### src/led_drv_pkg.sv
package led_drv_pkg;
// Contract
// - Chopper on at startup for dimmer detection
// - Chopper short pulses with dithered period
// - With dimmer, chopper on while mains low
// - Leading edge: hold chopper on after firing
// - Trailing edge: chopper on after trailing edge
// - No dimmer: chop only above threshold
// - Leading edge: chop set percent of period
// - Trailing edge: chop whole dimming period
// - Shutdown faults release supply into undervoltage
// - Retry startup; never finish while fault persists (code: only overtemperature stops detect; short faults trip in ST_RUN)
// - Peak current limit never shuts down
// - Overvoltage latches; clears only below deep undervoltage
// - Aux above threshold raises overvoltage fault
// - Aux below short level raises short fault
// - Temperature sampled each half cycle
// - Sense resistor short from separate comparator
// - Overcurrent ends flyback pulse at once
// - Next pulse normal after overcurrent truncation
// - Flyback pulse starts at a valley
// - Skip valleys when frequency too high
// - Each cycle sample aux into feedback
// - First four half cycles chopper held on
// - Undervoltage resets all logic except the overvoltage latch

    localparam int CLK_MHZ            = 25;
    localparam int DETECT_HALF_CYCLES = 4;
    localparam int CHOP_ON_NS         = 1000;
    localparam int CHOP_BASE_NS       = 10000;
    localparam int MIN_PERIOD_NS      = 5000;
    localparam int KNEE_NS            = 1000;
    localparam int ON_MAX_NS          = 8000;
    localparam int ON_START_NS        = 400;
    localparam int LE_HOLD_US         = 300;
    localparam int LE_CHOP_PCT        = 50;
    localparam int PCT_SCALE          = 100;

    localparam int CHOP_ON_CYC    = (CHOP_ON_NS * CLK_MHZ + 999) / 1000;
    localparam int CHOP_BASE_CYC  = (CHOP_BASE_NS * CLK_MHZ + 999) / 1000;
    localparam int MIN_PERIOD_CYC = (MIN_PERIOD_NS * CLK_MHZ + 999) / 1000;
    localparam int KNEE_CYC       = (KNEE_NS * CLK_MHZ + 999) / 1000;
    localparam int ON_MAX_CYC     = (ON_MAX_NS * CLK_MHZ) / 1000;
    localparam int ON_START_CYC   = (ON_START_NS * CLK_MHZ + 999) / 1000;
    localparam int LE_HOLD_CYC    = LE_HOLD_US * CLK_MHZ;

    localparam logic [7:0] LFSR_SEED = 8'h5a;

    typedef enum logic [1:0] {MODE_NONE, MODE_LEADING, MODE_TRAILING} dimmer_mode_t;
    typedef enum logic [1:0] {ST_DETECT, ST_RUN, ST_SHUTDOWN} ctrl_state_t;
    typedef enum logic [1:0] {FS_WAIT, FS_ON, FS_KNEE} fly_state_t;
endpackage : led_drv_pkg

### src/flyback_if.sv
interface flyback_if;
    logic       enable;
    logic [7:0] on_limit;
    logic       valley;
    logic       over_current;
    logic [9:0] aux_sample;
    logic       gate;
    logic       truncated;
    logic [9:0] feedback;
    logic       fb_valid;
    modport ctrl (output enable, on_limit, valley, over_current, aux_sample,
                  input gate, truncated, feedback, fb_valid);
    modport gen  (input enable, on_limit, valley, over_current, aux_sample,
                  output gate, truncated, feedback, fb_valid);
endinterface : flyback_if

### src/sync2.sv
module sync2 #(
    parameter int W = 1
) (
    input  wire logic         i_clk,
    input  wire logic         i_reset_n,
    input  wire logic [W-1:0] i_async,
    output logic      [W-1:0] o_sync
);
    logic [W-1:0] meta;

    // Two stages; only the second is read outside
    always_ff @(posedge i_clk or negedge i_reset_n) begin
        if (!i_reset_n) begin
            meta   <= '0;
            o_sync <= '0;
        end else begin
            meta   <= i_async;
            o_sync <= meta;
        end
    end
endmodule : sync2

### src/flyback_pulse.sv
module flyback_pulse
    import led_drv_pkg::*;
(
    input  wire logic i_clk,
    input  wire logic i_reset_n,
    flyback_if.gen    fb
);
    fly_state_t state;
    fly_state_t next_state;
    logic [7:0] cnt;
    logic [7:0] period_cnt;

    wire logic period_ok = period_cnt >= 8'(MIN_PERIOD_CYC);
    wire logic on_done   = cnt >= fb.on_limit;
    wire logic knee_done = cnt >= 8'(KNEE_CYC - 1);

    // Pulse sequencer: wait for valley, conduct, read knee
    always_comb begin
        next_state = state;
        unique case (state)
            FS_WAIT: if (fb.enable && fb.valley && period_ok) next_state = FS_ON;
            FS_ON:   if (!fb.enable || fb.over_current || on_done) begin
                next_state = FS_KNEE;
            end
            FS_KNEE: if (knee_done) next_state = FS_WAIT;
        endcase
    end

    // Early valleys simply pass by, which is the skip
    always_ff @(posedge i_clk or negedge i_reset_n) begin
        if (!i_reset_n) begin
            state      <= FS_WAIT;
            cnt        <= 8'h00;
            period_cnt <= 8'h00;
            fb.gate    <= 1'b0;
        end else begin
            state      <= next_state;
            cnt        <= (next_state != state) ? 8'h00 : cnt + 8'h01;
            period_cnt <= (next_state == FS_ON && state == FS_WAIT) ? 8'h00 :
                          (&period_cnt ? period_cnt : period_cnt + 8'h01);
            fb.gate    <= (next_state == FS_ON);
        end
    end

    // Truncation flag and knee sample of the aux waveform
    always_ff @(posedge i_clk or negedge i_reset_n) begin
        if (!i_reset_n) begin
            fb.truncated <= 1'b0;
            fb.fb_valid  <= 1'b0;
            fb.feedback  <= 10'h000;
        end else begin
            fb.truncated <= (state == FS_ON) && fb.over_current;
            fb.fb_valid  <= (state == FS_KNEE) && knee_done;
            if (state == FS_KNEE && knee_done) fb.feedback <= fb.aux_sample;
        end
    end
endmodule : flyback_pulse

### src/led_driver_ctrl.sv
module led_driver_ctrl
    import led_drv_pkg::*;
#(
    parameter int LE_HOLD = LE_HOLD_CYC,
    parameter int CNT_W   = 20
) (
    input  wire logic         i_clk,
    input  wire logic         i_reset_n,
    input  wire logic         i_por_n,
    input  wire logic         i_mains_low,
    input  wire logic         i_mains_above_chop,
    input  wire logic         i_aux_above_ovp,
    input  wire logic         i_aux_below_short,
    input  wire logic         i_aux_valley,
    input  wire logic         i_isense_above_ocp,
    input  wire logic         i_isense_below_ref,
    input  wire logic         i_temp_at_shutdown,
    input  wire logic [9:0]   i_aux_sample,
    input  wire dimmer_mode_t i_dimmer_mode,
    output logic              o_chopper_gate,
    output logic              o_flyback_gate,
    output logic              o_supply_release,
    output logic              o_output_overvoltage_fault,
    output logic              o_output_short_fault,
    output logic              o_sense_resistor_short_fault,
    output logic              o_overtemp_fault,
    output logic              o_peak_current_limit,
    output logic [9:0]        o_output_voltage_feedback,
    output logic              o_detect_done
);
    localparam int MW = CNT_W + 7;

    // Comparator pins, all asynchronous to the controller clock
    logic [7:0] raw;
    logic [7:0] synced;

    assign raw = {i_mains_low, i_mains_above_chop, i_aux_above_ovp, i_aux_below_short,
                  i_aux_valley, i_isense_above_ocp, i_isense_below_ref,
                  i_temp_at_shutdown};

    sync2 #(
        .W (8)
    ) u_sync (
        .i_clk     (i_clk),
        .i_reset_n (i_reset_n),
        .i_async   (raw),
        .o_sync    (synced)
    );

    wire logic mains_low  = synced[7];
    wire logic above_chop = synced[6];
    wire logic aux_ovp    = synced[5];
    wire logic aux_short  = synced[4];
    wire logic valley     = synced[3];
    wire logic isense_ocp = synced[2];
    wire logic below_ref  = synced[1];
    wire logic temp_sd    = synced[0];

    // State
    ctrl_state_t  state;
    ctrl_state_t  next_state;
    dimmer_mode_t mode;
    logic [2:0]   half_cnt;
    logic         mains_low_d;
    logic [CNT_W-1:0] cross_cnt;
    logic [CNT_W-1:0] prev_tcross;
    logic         ovp_latched;
    logic         otp;
    logic         short_flt;
    logic         sense_resistor_short_fault;
    logic         seen_cur;
    logic         gate_d;
    logic [7:0]   on_limit;
    logic [7:0]   lfsr;
    logic [8:0]   per_cnt;
    logic         next_chop;

    flyback_if fb ();

    flyback_pulse u_flyback (
        .i_clk     (i_clk),
        .i_reset_n (i_reset_n),
        .fb        (fb.gen)
    );

    // Mains edge decode: zero-cross start and line rise
    wire logic hc_start   = mains_low && !mains_low_d;
    wire logic line_rise  = !mains_low && mains_low_d;
    // Only the detect phase may latch the mode; later half cycles leave it alone
    wire logic detect_end = hc_start && (state == ST_DETECT)
                            && (half_cnt == 3'(DETECT_HALF_CYCLES - 1));

    // Faults that force a restart through undervoltage
    wire logic shutdown_fault = otp || short_flt || sense_resistor_short_fault;
    wire logic gates_allowed  = !ovp_latched && !shutdown_fault;
    wire logic soft_done      = on_limit == 8'(ON_MAX_CYC);
    wire logic gate_fall      = gate_d && !fb.gate;

    // Chop pulse with dithered period
    wire logic [8:0] chop_period = 9'(CHOP_BASE_CYC) + {5'h00, lfsr[3:0]};
    wire logic       chop_pulse  = per_cnt < 9'(CHOP_ON_CYC);
    wire logic       lfsr_fb     = lfsr[7] ^ lfsr[5] ^ lfsr[4] ^ lfsr[3];

    // Leading edge chop window as a share of last dimming period
    wire logic [MW-1:0] le_pos  = MW'(cross_cnt) * MW'(PCT_SCALE);
    wire logic [MW-1:0] le_lim  = MW'(prev_tcross) * MW'(LE_CHOP_PCT);
    wire logic          le_win  = le_pos < le_lim;
    wire logic          le_hold = cross_cnt < CNT_W'(LE_HOLD);

    // Flyback side of the carrier
    assign fb.enable       = (state == ST_RUN) && gates_allowed;
    assign fb.on_limit     = on_limit;
    assign fb.valley       = valley;
    assign fb.over_current = isense_ocp;
    assign fb.aux_sample   = i_aux_sample;

    // Top sequence; shutdown waits for the supply to collapse
    always_comb begin
        next_state = state;
        unique case (state)
            ST_DETECT: begin
                if (shutdown_fault) next_state = ST_SHUTDOWN;
                else if (detect_end) next_state = ST_RUN;
            end
            ST_RUN: if (shutdown_fault) next_state = ST_SHUTDOWN;
            ST_SHUTDOWN: next_state = ST_SHUTDOWN;
        endcase
    end

    // Chopper gate per phase and dimmer mode
    always_comb begin
        next_chop = 1'b0;
        if (!gates_allowed) begin
            next_chop = 1'b0;
        end else if (state == ST_DETECT) begin
            next_chop = 1'b1;
        end else if (state == ST_RUN) begin
            unique case (mode)
                MODE_LEADING: begin
                    next_chop = mains_low || le_hold
                                || (le_win && chop_pulse);
                end
                MODE_TRAILING: begin
                    next_chop = mains_low || chop_pulse;
                end
                default: next_chop = above_chop && chop_pulse;
            endcase
        end
    end

    // Sequencer registers; i_reset_n is the undervoltage reset
    always_ff @(posedge i_clk or negedge i_reset_n) begin
        if (!i_reset_n) begin
            state    <= ST_DETECT;
            mode     <= MODE_NONE;
            half_cnt <= 3'h0;
        end else begin
            state <= next_state;
            if (hc_start && state == ST_DETECT) half_cnt <= half_cnt + 3'h1;
            if (detect_end) mode <= i_dimmer_mode;
        end
    end

    // Half-cycle timing: cycles since line rose, kept per half cycle
    always_ff @(posedge i_clk or negedge i_reset_n) begin
        if (!i_reset_n) begin
            mains_low_d <= 1'b0;
            cross_cnt   <= '0;
            prev_tcross <= '0;
        end else begin
            mains_low_d <= mains_low;
            if (hc_start) prev_tcross <= cross_cnt;
            if (line_rise) cross_cnt <= '0;
            else if (!mains_low && !(&cross_cnt)) cross_cnt <= cross_cnt + CNT_W'(1);
        end
    end

    // Dither: the period moves each chop cycle to spread emissions
    always_ff @(posedge i_clk or negedge i_reset_n) begin
        if (!i_reset_n) begin
            lfsr    <= LFSR_SEED;
            per_cnt <= 9'h000;
        end else if (per_cnt >= chop_period - 9'h001) begin
            per_cnt <= 9'h000;
            lfsr    <= {lfsr[6:0], lfsr_fb};
        end else begin
            per_cnt <= per_cnt + 9'h001;
        end
    end

    // Soft start: on-time limit grows by one cycle per pulse
    always_ff @(posedge i_clk or negedge i_reset_n) begin
        if (!i_reset_n) begin
            on_limit <= 8'(ON_START_CYC);
        end else if (fb.fb_valid && !soft_done) begin
            on_limit <= on_limit + 8'h01;
        end
    end

    // Overvoltage latch survives the normal undervoltage reset
    always_ff @(posedge i_clk or negedge i_por_n) begin
        if (!i_por_n) begin
            ovp_latched <= 1'b0;
        end else if (aux_ovp) begin
            ovp_latched <= 1'b1;
        end
    end

    // Sticky shutdown faults, cleared only by undervoltage reset
    always_ff @(posedge i_clk or negedge i_reset_n) begin
        if (!i_reset_n) begin
            otp       <= 1'b0;
            short_flt <= 1'b0;
            sense_resistor_short_fault      <= 1'b0;
        end else begin
            if (hc_start && temp_sd) otp <= 1'b1;
            // Checked only after soft start, so a low output can ramp
            if (fb.fb_valid && soft_done && aux_short) short_flt <= 1'b1;
            if (gate_fall && !seen_cur) sense_resistor_short_fault <= 1'b1;
        end
    end

    // Sense activity seen during the pulse, separate from overcurrent
    always_ff @(posedge i_clk or negedge i_reset_n) begin
        if (!i_reset_n) begin
            seen_cur <= 1'b0;
            gate_d   <= 1'b0;
        end else begin
            gate_d <= fb.gate;
            if (!fb.gate) seen_cur <= 1'b0;
            else if (!below_ref) seen_cur <= 1'b1;
        end
    end

    // Registered outputs
    always_ff @(posedge i_clk or negedge i_reset_n) begin
        if (!i_reset_n) begin
            o_chopper_gate               <= 1'b0;
            o_flyback_gate               <= 1'b0;
            o_supply_release             <= 1'b0;
            o_output_short_fault         <= 1'b0;
            o_sense_resistor_short_fault <= 1'b0;
            o_overtemp_fault             <= 1'b0;
            o_peak_current_limit         <= 1'b0;
            o_output_voltage_feedback    <= 10'h000;
            o_detect_done                <= 1'b0;
        end else begin
            o_chopper_gate               <= next_chop;
            o_flyback_gate               <= fb.gate && gates_allowed;
            o_supply_release             <= (state == ST_SHUTDOWN);
            o_output_short_fault         <= short_flt;
            o_sense_resistor_short_fault <= sense_resistor_short_fault;
            o_overtemp_fault             <= otp;
            o_peak_current_limit         <= fb.truncated;
            o_output_voltage_feedback    <= fb.feedback;
            o_detect_done                <= (state == ST_RUN);
        end
    end

    assign o_output_overvoltage_fault = ovp_latched;
endmodule : led_driver_ctrl

### config.mk
export PLATFORM = sky130hd
export DESIGN_NAME = led_driver_ctrl
export DESIGN_NICKNAME = d
export VERILOG_FILES = /design/src/led_drv_pkg.sv /design/src/flyback_if.sv /design/src/sync2.sv /design/src/flyback_pulse.sv /design/src/led_driver_ctrl.sv
export SDC_FILE = /design/constraint.sdc
export NUM_CORES = 1
export LEC_CHECK = 0
export BUFFER_PORTS_ARGS = -buffer_cell sky130_fd_sc_hd__buf_2
export CAP_MARGIN = 20
export CORE_MARGIN = 2
export CORE_UTILIZATION = 55
export CTS_CLUSTER_SIZE = 24
export DETAILED_ROUTE_END_ITERATION = 10
export PLACE_DENSITY = 0.69
export SETUP_SLACK_MARGIN = 0.2
export SLEW_MARGIN = 0
export SYNTH_ARGS = -nofsm -noshare
export SYNTH_HDL_FRONTEND = slang
export SYNTH_SLANG_ARGS = --single-unit
export TNS_END_PERCENT = 5
### constraint.sdc
create_clock -name i_clk -period 5 [get_ports i_clk]
set_input_delay 0.75 -clock i_clk [delete_from_list [all_inputs] [get_ports i_clk]]
set_output_delay 0.75 -clock i_clk [all_outputs]
set_load 0.01 [all_outputs]
; Word-level counts from Yosys, hierarchy flattened
; Index checks and enable logic that the tools add are counted.
[classes]
add_sub_neg = 8
mul = 2
n_lt_le_gt_ge = 7
eq_ne = 14
n_mux = 20
n_bitwise = 3
n_reduce_logical = 43
[op_table]
columns = op, n
row1 = 20-bit by 5-bit multiplier with 25-bit output (second input constant), 2
row2 = 20-bit 2-to-1 mux, 2
row3 = 27-bit by 26-bit < comparator with 1-bit output, 1
row4 = 8-bit by 1-bit adder with 8-bit output (second input constant), 3
row5 = 8-bit 2-to-1 mux, 3
row6 = 1-bit logical AND, 21
row7 = 20-bit by 1-bit adder with 20-bit output (second input constant), 1
row8 = 20-bit by 13-bit < comparator with 1-bit output (second input constant), 1
row9 = 20-bit AND reduction, 1
row10 = 2-bit 2-to-1 mux, 6
row11 = 2-bit one-hot mux with 3 select lines, 2
row12 = 8-bit by 4-bit adder with 9-bit output (first input constant), 1
row13 = 9-bit by 1-bit adder with 9-bit output (second input constant), 1
row14 = 9-bit greater-or-equal comparator, 1
row15 = 1-bit zero test, 9
row16 = 9-bit by 5-bit < comparator with 1-bit output (second input constant), 1
row17 = 9-bit 2-to-1 mux, 1
row18 = 9-bit by 1-bit subtractor with 9-bit output (second input constant), 1
row19 = 2-bit by 1-bit == test with 1-bit output (second input constant), 4
row20 = 8-bit == test (second input constant), 1
row21 = 8-bit by 5-bit greater-or-equal comparator with 1-bit output (second input constant), 1
row22 = 8-bit by 7-bit greater-or-equal comparator with 1-bit output (second input constant), 1
row23 = 8-bit greater-or-equal comparator, 1
row24 = 8-bit AND reduction, 1
row25 = other kinds (14), 30
[word_totals]
reg_bits = 144
inputBits = 23
out_inout_bits = 19
word_cells = 130

; Logic depth before layout (Yosys ltp)
; Gate-level depths: netlist of the first run.
[depth]
word_depth = 13
mapped_depth = 22
depth_no_buf = 22

; Cells and area by module
; A second synthesis of the first run with hierarchy kept.
[hier_totals]
hier_cells = 1136
area_unflattened_um2 = 10913.0
[by_module_without_submodules]
columns = module, instances, cells_per_inst, area_per_inst_um2, seq_area_each_um2
row1 = led_driver_ctrl, 1, 934, 8762.2, 2434.8
row2 = flyback_pulse, 1, 186, 1750.4, 775.7
row3 = sync2, 1, 16, 400.4, 400.4

; Least setup slack after synthesis of the first run
; OpenSTA, ideal clock, no wires.
[synth_timing]
path_type = flip-flop to flip-flop
from = register prev_tcross[6]
to = register o_chopper_gate
setup_time_ps = 95
arrival_time_ps = 4469
required_time_ps = 4905
slack_ps = 436
path_stages_with_launch = 21
path_buffers = 0
synth_period_minus_slack_ps = 4564
cell_sequence = dfrtp_1 -> ha_1 -> ha_1 -> inv_1 -> fa_1 -> inv_1 -> ha_1 -> a211o_1 -> a211oi_1 -> o31ai_1 -> a21oi_1 -> o21bai_1 -> a21oi_1 -> xor2_1 -> ha_1 -> a211oi_1 -> nor2_1 -> a2111oi_0 -> a31oi_1 -> o21a_1 -> o31ai_1
[synth_between]
elab_chain_cells = 8
[synth_rtl]
columns = item, line
row1 = "start, declared", led_driver_ctrl.sv:66  ; logic [CNT_W-1:0] prev_tcross;
row2 = "start signal, assigned", led_driver_ctrl.sv:172  ; if (hc_start) prev_tcross <= cross_cnt;
row3 = 20-bit by 5-bit multiplier with 25-bit output, led_driver_ctrl.sv:106  ; wire logic [MW-1:0] le_lim = MW'(prev_tcross) * MW'(LE_CHOP_PCT);
row4 = 27-bit by 26-bit < comparator with 1-bit output, led_driver_ctrl.sv:107  ; wire logic le_win = le_pos < le_lim;
row5 = 1-bit logical AND, led_driver_ctrl.sv:141  ; || (le_win && chop_pulse);
row6 = 1-bit logical OR, led_driver_ctrl.sv:141
row7 = 1-bit one-hot mux with 2 select lines, led_driver_ctrl.sv:138  ; unique case (mode)
row8 = 1-bit 2-to-1 mux, led_driver_ctrl.sv:137  ; end else if (state == ST_RUN) begin
row9 = 1-bit 2-to-1 mux, led_driver_ctrl.sv:135  ; end else if (state == ST_DETECT) begin
row10 = 1-bit 2-to-1 mux, led_driver_ctrl.sv:133  ; if (!gates_allowed) begin
row11 = net next_chop, led_driver_ctrl.sv:76  ; logic next_chop;
row12 = "end signal, assigned", led_driver_ctrl.sv:248  ; o_chopper_gate <= next_chop;
row13 = "end, declared", led_driver_ctrl.sv:20  ; output logic o_chopper_gate,
; The timed path passes the listed nets, and every way through them passes these cells.
; A chain may end at the register's enable or synchronous reset.

; Worst setup path in the final report of the first run
[layout_timing]
from = register prev_tcross[7]
to = register o_chopper_gate
; The elaborated chain is that of the path after synthesis.

==> results of run 1 <==
[layout make-up]
type / instances / area (um2) / share of cell area
Sequential cell: 144 / 3620 / 0.293
Clock buffer: 17 / 425 / 0.0345
Tap cell: 265 / 332 / 0.0269
Timing Repair Buffer: 59 / 347 / 0.0281
Multi-Input combinational cell: 784 / 6680 / 0.542
Clock inverter: 15 / 218 / 0.0177
Inverter: 189 / 709 / 0.0575
[where the power goes]
| group | leakage [nW] | internal, mW | switching [mW] |
|---|---|---|---|
| clock network | 0.309 | 0.772 | 0.605 |
| logic | 4.40 | 0.123 | 0.144 |
| registers | 1.76 | 1.19 | 0.0217 |
| total | 6.46 | 2.09 | 0.770 |
[cells in the mapped netlist (all sizes together), types with 4 or more instances]
cell type / instances
nand3: 27
a21oi: 39
fa: 30
xor2: 31
a211o: 4
ha: 200
or3: 4
clkbuf: 10
a31oi: 9
nor3: 13
nand2b: 11
o211ai: 6
o21a: 13
mux2: 12
and2: 7
nand4: 17
dfrtp: 138
dfstp: 6
o31ai: 9
a21o: 21
inv: 189
o21ai: 38
nand2: 97
nor2b: 11
xnor2: 52
a211oi: 6
and3: 9
o21bai: 6
nor2: 68
and4: 7
[what timing repair did]
item,in CTS,in global routing
cloned,0,0
setup buffers,0,6
pin swaps,0,17
resized for setup,3,26
hold endpoints to repair,0,0
endpoints found under the setup margin,1,1
[stage by stage]
| stage | setup WS [ns] | total power, mW |
|---|---|---|
| 3_3_place_gp | 0.166 | 1.49 |
| 3_5_place_dp | 0.0468 | 1.50 |
| 4_1_cts | 0.228 | 2.88 |
| 5_1_grt | 0.182 | 2.98 |
| 6_report | 0.467 | 2.86 |
| 2_1_floorplan | 0.436 | 1.40 |
[cell families after synthesis]
family | count (synthesis) | share of synthesized area
buffers and inverters | 201 | 0.0694
muxes | 15 | 0.0152
adders and majority gates | 230 | 0.285
and+or+nand+nor | 283 | 0.124
xor gates and xnor gates | 83 | 0.0668
AOI/OAI and AO/OA | 173 | 0.108
DFF | 144 | 0.332
[worst paths after layout]
check,start,cells past startpoint,end,slack (ns)
max in group asynchronous,i_reset_n,2,cross_cnt[3],3.61
max reg2reg,prev_tcross[7],19,o_chopper_gate,0.47
min in group i_clk,u_sync.meta[0],0,u_sync.o_sync[0],0.35
max,prev_tcross[7],19,o_chopper_gate,0.47
min,i_por_n,1,o_output_overvoltage_fault,0.09
min reg2reg,u_sync.meta[0],0,u_sync.o_sync[0],0.35
[registers in the layout, summed over array words and instances, names as in the netlist, 3 cells and up]
name and count:
cross_cnt 20, fb.on_limit 8, half_cnt 3, lfsr 8, o_output_voltage_feedback 10, per_cnt 9
prev_tcross 20, u_flyback.cnt 8, u_flyback.fb.feedback 10, u_flyback.period_cnt 8, u_sync.meta 8, u_sync.o_sync 8
[worst reg2reg max path, cell delays in order, from the launching register on]
cell,delay (ns)
dfrtp_1,0.41
buf_4,0.15
ha_1,0.19
ha_1,0.27
inv_1,0.05
fa_1,0.51
inv_1,0.05
ha_1,0.37
or2_2,0.31
a221oi_2,0.34
o31ai_2,0.13
o41ai_2,0.37
o21bai_1,0.11
a21oi_1,0.17
xor2_1,0.16
ha_1,0.25
nor2b_1,0.13
o21ai_0,0.14
nand3_1,0.09
o31ai_1,0.24
[metal layers]
metal,global-route usage,up-vias,wire [um]
met5,0,-,0
met4,0.0608,0,295
met3,0.0369,25,380
met2,0.356,74,10100
met1,0.314,3741,10900
li1,-,3923,-
==> results.json, run 1 <==
{
  "avgSynthCellArea_um2": 9.65,
  "grt.overflow.total": 0,
  "whs_ns": 0.0852,
  "worstSetupEndpointType": "flip-flop",
  "crit_top_cell": "ha_1",
  "critPathKind": "reg2reg",
  "cp-start-kind": "flip-flop",
  "drt_iter0_markers": 428,
  "ir_worst_vdd_mv": 0.230,
  "syn_to_final_growth_pct": 13.2,
  "die-area_um2": 20900,
  "grt_max_degree": 76,
  "start_util": 0.560,
  "clkTransAtPathRegs_ns": 0.07,
  "fp.dieW_um": 145,
  "min_period_ns": 4.53,
  "mostFrequentLayoutCells": "ha_1, inv_1, dfrtp_1",
  "cp_max_fo": 6,
  "htree_num_levels": 4,
  "antenna_left": 0,
  "slew_violations": 0,
  "dp_hpwl_mm": 16.4,
  "cellLeakagePower_nw": 6.46,
  "clock.fmax_mhz": 221,
  "synthTopCellsByArea": "dfrtp_1, ha_1, inv_1",
  "core_um2": 19500,
  "ys_seq_area_frac": 0.332,
  "layout_commonest_cell": "ha_1",
  "grt_usage": 0.222,
  "finalSetupViolations": 0,
  "synth.distinct_cells": 60,
  "outcome": "finished, final reports clean",
  "grt_first_pass_wirelength_mm": 36.5,
  "crit_family": "adder cells",
  "clockRootBuffer": "clkbuf_16",
  "io_buffers": 41,
  "synth_top_area_cell": "dfrtp_1",
  "yosysWarnings": 0,
  "grt_pass1_vias": 7766,
  "syn_area_um2": 10900,
  "worst_ep_arrival_time_ns": 4.87,
  "nNetsFinal": 1448,
  "worstPathRequired_ns": 5.34,
  "clockBufferDepth": 2,
  "cts_buffers": 17,
  "drc": 0,
  "synth_edf_count": 0,
  "rsz0062_at_grt": "false",
  "cts.sinks": 144,
  "hold_buffers": 0,
  "via_per_inst": 5.27,
  "max_stage_delay_ns": 0.51,
  "die-height_um": 145,
  "io_pins": 42,
  "grt_antenna_before_repair": 0,
  "hold_class": "in2async",
  "finalNonFillerCells": 1473,
  "utilization": 0.634,
  "maxSlewHeadroom": 0.488,
  "final_area_um2": 12300,
  "routedWlPerCell_um": 14.7,
  "worst-slew-pin-transition_ns": 0.762,
  "synth.top_cell.area_share": 0.317,
  "n_antenna_cell": 0,
  "synth_fp_nets": 1382,
  "fill_cells": 1627,
  "routed_wirelength_mm": 21.6,
  "powerDensity_nw_per_um2": 232,
  "cap_viol_max_count": 0,
  "drive_above_1_share": 0.122,
  "crit_chain": "buf_4 -> ha_1 -> ha_1 -> inv_1 -> fa_1 -> inv_1 -> ha_1 -> or2_2 -> a221oi_2 -> o31ai_2 -> o41ai_2 -> o21bai_1 -> a21oi_1 -> xor2_1 -> ha_1 -> nor2b_1 -> o21ai_0 -> nand3_1 -> o31ai_1",
  "vias": 7763,
  "synthCells": 1129,
  "place_congestion": 0.818,
  "clock_skew_ns": 0.0138,
  "fin_crit_sh": 0.907,
  "clk_latency_ns": 0.44,
  "first_pass_iters": 4,
  "fin_setup_tns_ns": 0,
  "path_buf_inv": 3,
  "slowest_stage": "fa_1",
  "num_rows": 51,
  "place_area_um2": 11500,
  "async_reset_ff_frac": 1.00,
  "cts_tree": "yes",
  "dp_cells": 1435,
  "synth_flop_cell": "dfrtp_1",
  "hold_viol_final": 0,
  "ys_ff_latch": 144
}
No activity file was read; power rests on OpenSTA's default activity.
==> run 2, diff against run 1 <==
==> constraint.sdc (replaced) <==
create_clock -name i_clk -period 5.6 [get_ports i_clk]
set_input_delay 0.84 -clock i_clk [delete_from_list [all_inputs] [get_ports i_clk]]
set_output_delay 0.84 -clock i_clk [all_outputs]
set_load 0.01 [all_outputs]
==> results.json, run 2 (synthesized netlist as in run 1, its figures left out) <==
{
  "utilization": 0.620,
  "drt_iter0_markers": 338,
  "n_antenna_cell": 0,
  "hold_buffers": 0,
  "clkTransAtPathRegs_ns": 0.07,
  "dp_hpwl_mm": 16.0,
  "finalSetupViolations": 0,
  "die-area_um2": 20900,
  "met3_usage": 0.0316,
  "fill_cells": 1612,
  "final_area_um2": 12100,
  "whs_ns": 0.175,
  "pre_cts_ws_ns": 0.606,
  "grt.overflow.total": 0,
  "vias": 7668,
  "grtUsageMet1": 0.307,
  "hold_class": "in2async",
  "fin_setup_tns_ns": 0,
  "regArea_um2": 3610,
  "fin_ws_ns": 0.715,
  "cellLeakagePower_nw": 6.42,
  "max_stage_delay_ns": 0.47,
  "multi_input_area_um2": 6530,
  "clock_skew_ns": 0.0119,
  "p_total_mw": 2.54,
  "drc": 0,
  "ir_worst_vdd_mv": 0.209,
  "first_pass_iters": 4,
  "rsz0062_at_grt": "false",
  "crit_chain": "ha_1 -> ha_1 -> fa_1 -> ha_1 -> nor2b_1 -> o31ai_1 -> a21oi_1 -> nor2_1 -> inv_1 -> a21o_1 -> a21oi_1 -> xor2_1 -> ha_1 -> nand4_1 -> nor2_1 -> a2111oi_1 -> a31oi_1 -> o21a_1 -> o31ai_1",
  "hold_viol_final": 0,
  "worstPathRequired_ns": 5.94,
  "cts_setup_buffers": 0,
  "cp_max_fo": 4,
  "worst_ep_arrival_time_ns": 5.22,
  "place_area_um2": 11400,
  "syn_to_final_growth_pct": 10.7,
  "core_um2": 19500,
  "cts.sinks": 144,
  "busiest_layer": "met2",
  "cp-start-kind": "flip-flop",
  "grt_first_pass_wirelength_mm": 36.5,
  "path_buf_inv": 1,
  "clk_latency_ns": 0.43,
  "top_regs": "cross_cnt (20), prev_tcross (20)",
  "fp.dieW_um": 145,
  "place_congestion": 0.855,
  "fin_crit_sh": 0.872,
  "grt_usage": 0.221,
  "routed_wirelength_mm": 21.2,
  "num_rows": 51,
  "start_util": 0.560,
  "cts_buffers": 17,
  "finalNonFillerCells": 1459,
  "slowest_stage": "fa_1",
  "antenna_left": 0,
  "nNetsFinal": 1434,
  "maxSlewHeadroom": 0.412,
  "layout_commonest_cell": "ha_1",
  "worst-slew-pin-transition_ns": 0.882,
  "io_buffers": 41,
  "via_per_inst": 5.26,
  "slew_violations": 0,
  "min_period_ns": 4.88,
  "clockBufferDepth": 2,
  "grt_pass1_vias": 7856,
  "grt_antenna_before_repair": 0,
  "cap_viol_max_count": 0,
  "outcome": "finished, final reports clean",
  "htree_num_levels": 4,
  "mostFrequentLayoutCells": "ha_1, inv_1, dfrtp_1",
  "drive_above_1_share": 0.0921,
  "use_met2": 0.363,
  "clockRootBuffer": "clkbuf_16",
  "crit_top_cell": "ha_1",
  "cts_tree": "yes",
  "routedWlPerCell_um": 14.5,
  "die-height_um": 145,
  "grt_max_degree": 99,
  "critPathKind": "reg2reg",
  "io_pins": 42,
  "dp_cells": 1427,
  "clock.fmax_mhz": 205,
  "crit_family": "compound AO/OA/AOI/OAI gates",
  "powerDensity_nw_per_um2": 210,
  "worstSetupEndpointType": "flip-flop"
}
[run 2: changes by cell type in the layout (fill, tap and decap cells not counted), sizes merged]
cell      before  now
bufinv         2    3
clkinv         5    4
clkinvlp       1    0
buf           59   45
clkbuf        17   20
inv          196  194
[run 2: routing by layer]
metal	up-vias	share of wire	wire length [um]
li1	3898	-	-
met1	3654	0.49	10400
met2	90	0.46	9840
met3	26	0.029	612
met4	0	0.017	358
met5	-	0	0
[run 2: worst register-to-register path, stage by stage, from the launching register on]
cell and delay, ns:
dfrtp_1 0.42, ha_1 0.31, ha_1 0.32, fa_1 0.47, ha_1 0.36, nor2b_1 0.16
o31ai_1 0.41, a21oi_1 0.16, nor2_1 0.18, inv_1 0.07, a21o_1 0.17, a21oi_1 0.17
xor2_1 0.20, ha_1 0.26, nand4_1 0.10, nor2_1 0.07, a2111oi_1 0.41, a31oi_1 0.15
o21a_1 0.19, o31ai_1 0.21
[run 2: power by group]
part	switching (mW)	internal [mW]
Sequential	0.0217	1.06
Combinational	0.122	0.101
Clock	0.482	0.747
Total	0.625	1.91
[run 2: area by class of cell]
type | instances | share of cell area
clock buffer | 20 | 0.0387
tap | 265 | 0.0275
inverter | 189 | 0.0588
multi-input combinational | 784 | 0.542
clock inverter | 12 | 0.0139
timing repair buffer | 45 | 0.0200
sequential | 144 | 0.299
[run 2: what timing repair did]
item	in CTS	in global routing
hold endpoints to repair	0	0
setup endpoints to repair	0	1
resized for setup	0	2
[run 2: worst paths after layout]
path,from,slack [ns],endpoint,cells past startpoint
worst min register to register,u_sync.meta[6],0.34,u_sync.o_sync[6],0
worst max-delay path,prev_tcross[3],0.72,o_chopper_gate,19
worst min-delay path,i_por_n,0.17,o_output_overvoltage_fault,1
worst max register to register,prev_tcross[3],0.72,o_chopper_gate,19
min in group i_clk,u_sync.meta[6],0.34,u_sync.o_sync[6],0
max in group asynchronous,i_reset_n,3.94,u_flyback.fb.feedback[5],2
==> run 3, diff against run 2 <==
--- a/config.mk
+++ b/config.mk
@@ -6,12 +6,12 @@
 export NUM_CORES = 1
 export LEC_CHECK = 0
 export BUFFER_PORTS_ARGS = -buffer_cell sky130_fd_sc_hd__buf_2
-export CAP_MARGIN = 20
+export CAP_MARGIN = 0
 export CORE_MARGIN = 2
-export CORE_UTILIZATION = 55
+export CORE_UTILIZATION = 35
 export CTS_CLUSTER_SIZE = 24
 export DETAILED_ROUTE_END_ITERATION = 10
-export PLACE_DENSITY = 0.69
+export PLACE_DENSITY = 0.47
 export SETUP_SLACK_MARGIN = 0.2
 export SLEW_MARGIN = 0
 export SYNTH_ARGS = -nofsm -noshare
==> results.json, run 3 (synthesized netlist as in run 1, its figures left out) <==
{
  "outcome": "finished, final reports clean",
  "crit_family": "compound AO/OA/AOI/OAI gates",
  "p_seq_frac": 0.437,
  "layout_commonest_cell": "ha_1",
  "fill_cells": 3071,
  "intPower_mw": 1.80,
  "regArea_um2": 3610,
  "multi_input_area_um2": 6530,
  "grt_usage": 0.148,
  "dp_hpwl_mm": 17.3,
  "fp.dieW_um": 180,
  "antenna_left": 0,
  "drive_above_1_share": 0.0913,
  "grt_first_pass_wirelength_mm": 39.1,
  "io_pins": 42,
  "nNetsFinal": 1434,
  "cap_viol_max_count": 0,
  "worst-slew-pin-transition_ns": 0.956,
  "n_antenna_cell": 0,
  "rsz0062_at_grt": "false",
  "via_per_inst": 4.70,
  "finalSetupViolations": 0,
  "grt_pass1_vias": 7795,
  "hold_class": "in2async",
  "grtUsageMet1": 0.205,
  "busiest_layer": "met2",
  "htree_num_levels": 4,
  "swShare": 0.276,
  "maxSlewHeadroom": 0.363,
  "p_comb_frac": 0.091,
  "die-area_um2": 32500,
  "slowest_stage": "fa_1",
  "worst_ep_arrival_time_ns": 5.22,
  "path_buf_inv": 2,
  "clockRootBuffer": "clkbuf_16",
  "grt_max_degree": 98,
  "cp_max_fo": 4,
  "top_regs": "cross_cnt (20), prev_tcross (20)",
  "hold_viol_final": 0,
  "min_period_ns": 4.88,
  "p_switching_mw": 0.686,
  "r2r_setup_slack_ns": 0.72,
  "clockBufferDepth": 2,
  "grt.overflow.total": 0,
  "clockPowerShare": 0.472,
  "worstSetupEndpointType": "flip-flop",
  "pre_cts_ws_ns": 0.621,
  "cts.sinks": 144,
  "routed_wirelength_mm": 22.6,
  "fin_ws_ns": 0.715,
  "cts_setup_buffers": 0,
  "clock.fmax_mhz": 205,
  "core_um2": 30600,
  "vias": 7478,
  "io_buffers": 41,
  "max_stage_delay_ns": 0.49,
  "crit_chain": "ha_1 -> ha_1 -> inv_1 -> fa_1 -> inv_1 -> ha_1 -> a211o_1 -> a211oi_1 -> o31ai_1 -> a21oi_1 -> o21bai_1 -> a21oi_1 -> xor2_1 -> ha_1 -> a211oi_1 -> nor2_1 -> a2111oi_1 -> a31oi_1 -> o21a_1 -> o31ai_1",
  "met3_usage": 0.0271,
  "cellLeakagePower_nw": 6.39,
  "mostFrequentLayoutCells": "ha_1, inv_1, dfrtp_1",
  "syn_to_final_growth_pct": 11.8,
  "ir_worst_vdd_mv": 0.196,
  "drt_iter0_markers": 399,
  "num_rows": 64,
  "start_util": 0.356,
  "use_met2": 0.238,
  "clk_latency_ns": 0.43,
  "clock_skew_ns": 0.0166,
  "slew_violations": 0,
  "grt_antenna_before_repair": 0,
  "cts_tree": "yes",
  "fin_setup_tns_ns": 0,
  "cts_buffers": 17,
  "drc": 0,
  "cp-start-kind": "flip-flop",
  "worstPathRequired_ns": 5.94,
  "critPathKind": "reg2reg",
  "place_congestion": 0.802,
  "fin_crit_sh": 0.872,
  "crit_top_cell": "ha_1",
  "clkTransAtPathRegs_ns": 0.07,
  "die-height_um": 180,
  "powerDensity_nw_per_um2": 204,
  "routedWlPerCell_um": 14.2,
  "first_pass_iters": 5
}
## run 3: final timing paths
kind	from	endpoint	depth (start not counted)
setup / recovery	prev_tcross[6]	o_chopper_gate	20
hold reg to reg	u_sync.meta[5]	u_sync.o_sync[5]	0
max in group asynchronous	i_reset_n	fb.on_limit[7]	2
setup reg to reg	prev_tcross[6]	o_chopper_gate	20
min in group i_clk	u_sync.meta[5]	u_sync.o_sync[5]	0
hold / removal	i_por_n	o_output_overvoltage_fault	1
## run 3: final cells by class
type                    count  area share
well taps                 396      0.0407
multi-input cells         784       0.536
repair buffers             45      0.0198
inverters                 189      0.0583
flip-flops and latches    144       0.297
clock buffers              17      0.0349
clock inverters            15      0.0137
## run 3: power by group through the flow
stage          Combinational, mW  Sequential, mW  Clock, mW
6_report                   0.227            1.09       1.17
3_5_place_dp               0.232            1.11          0
3_3_place_gp               0.227            1.11          0
4_1_cts                    0.234            1.09       1.22
2_1_floorplan              0.154            1.10          0
5_1_grt                    0.270            1.09       1.26
## run 3: what timing repair did
| action | 4_1_cts | 5_1_grt |
|---|---|---|
| endpoints found under the setup margin | 0 | 1 |
| hold buffers | 0 | 0 |
| resized for setup | 0 | 1 |
## run 3: per-stage QoR
| stage | utilization | cell area [um2] | hold WS, ns | std cells | total power, mW |
|---|---|---|---|---|---|
| global placement | 0.379 | 11600 | 0.332 | 1558 | 1.33 |
| detailed placement | 0.379 | 11600 | 0.336 | 1558 | 1.34 |
| floorplan | - | 10900 | 0.331 | 1129 | 1.25 |
| global route | 0.398 | 12200 | 0.146 | 1590 | 2.62 |
| finish | 0.398 | 12200 | 0.166 | 1590 | 2.49 |
| CTS | 0.398 | 12200 | 0.143 | 1590 | 2.54 |
## run 3: layer usage
metal,part of all wire,routed length (um)
met3,0.026,579
met1,0.51,11400
met5,0,0
met4,0.0083,187
met2,0.46,10400
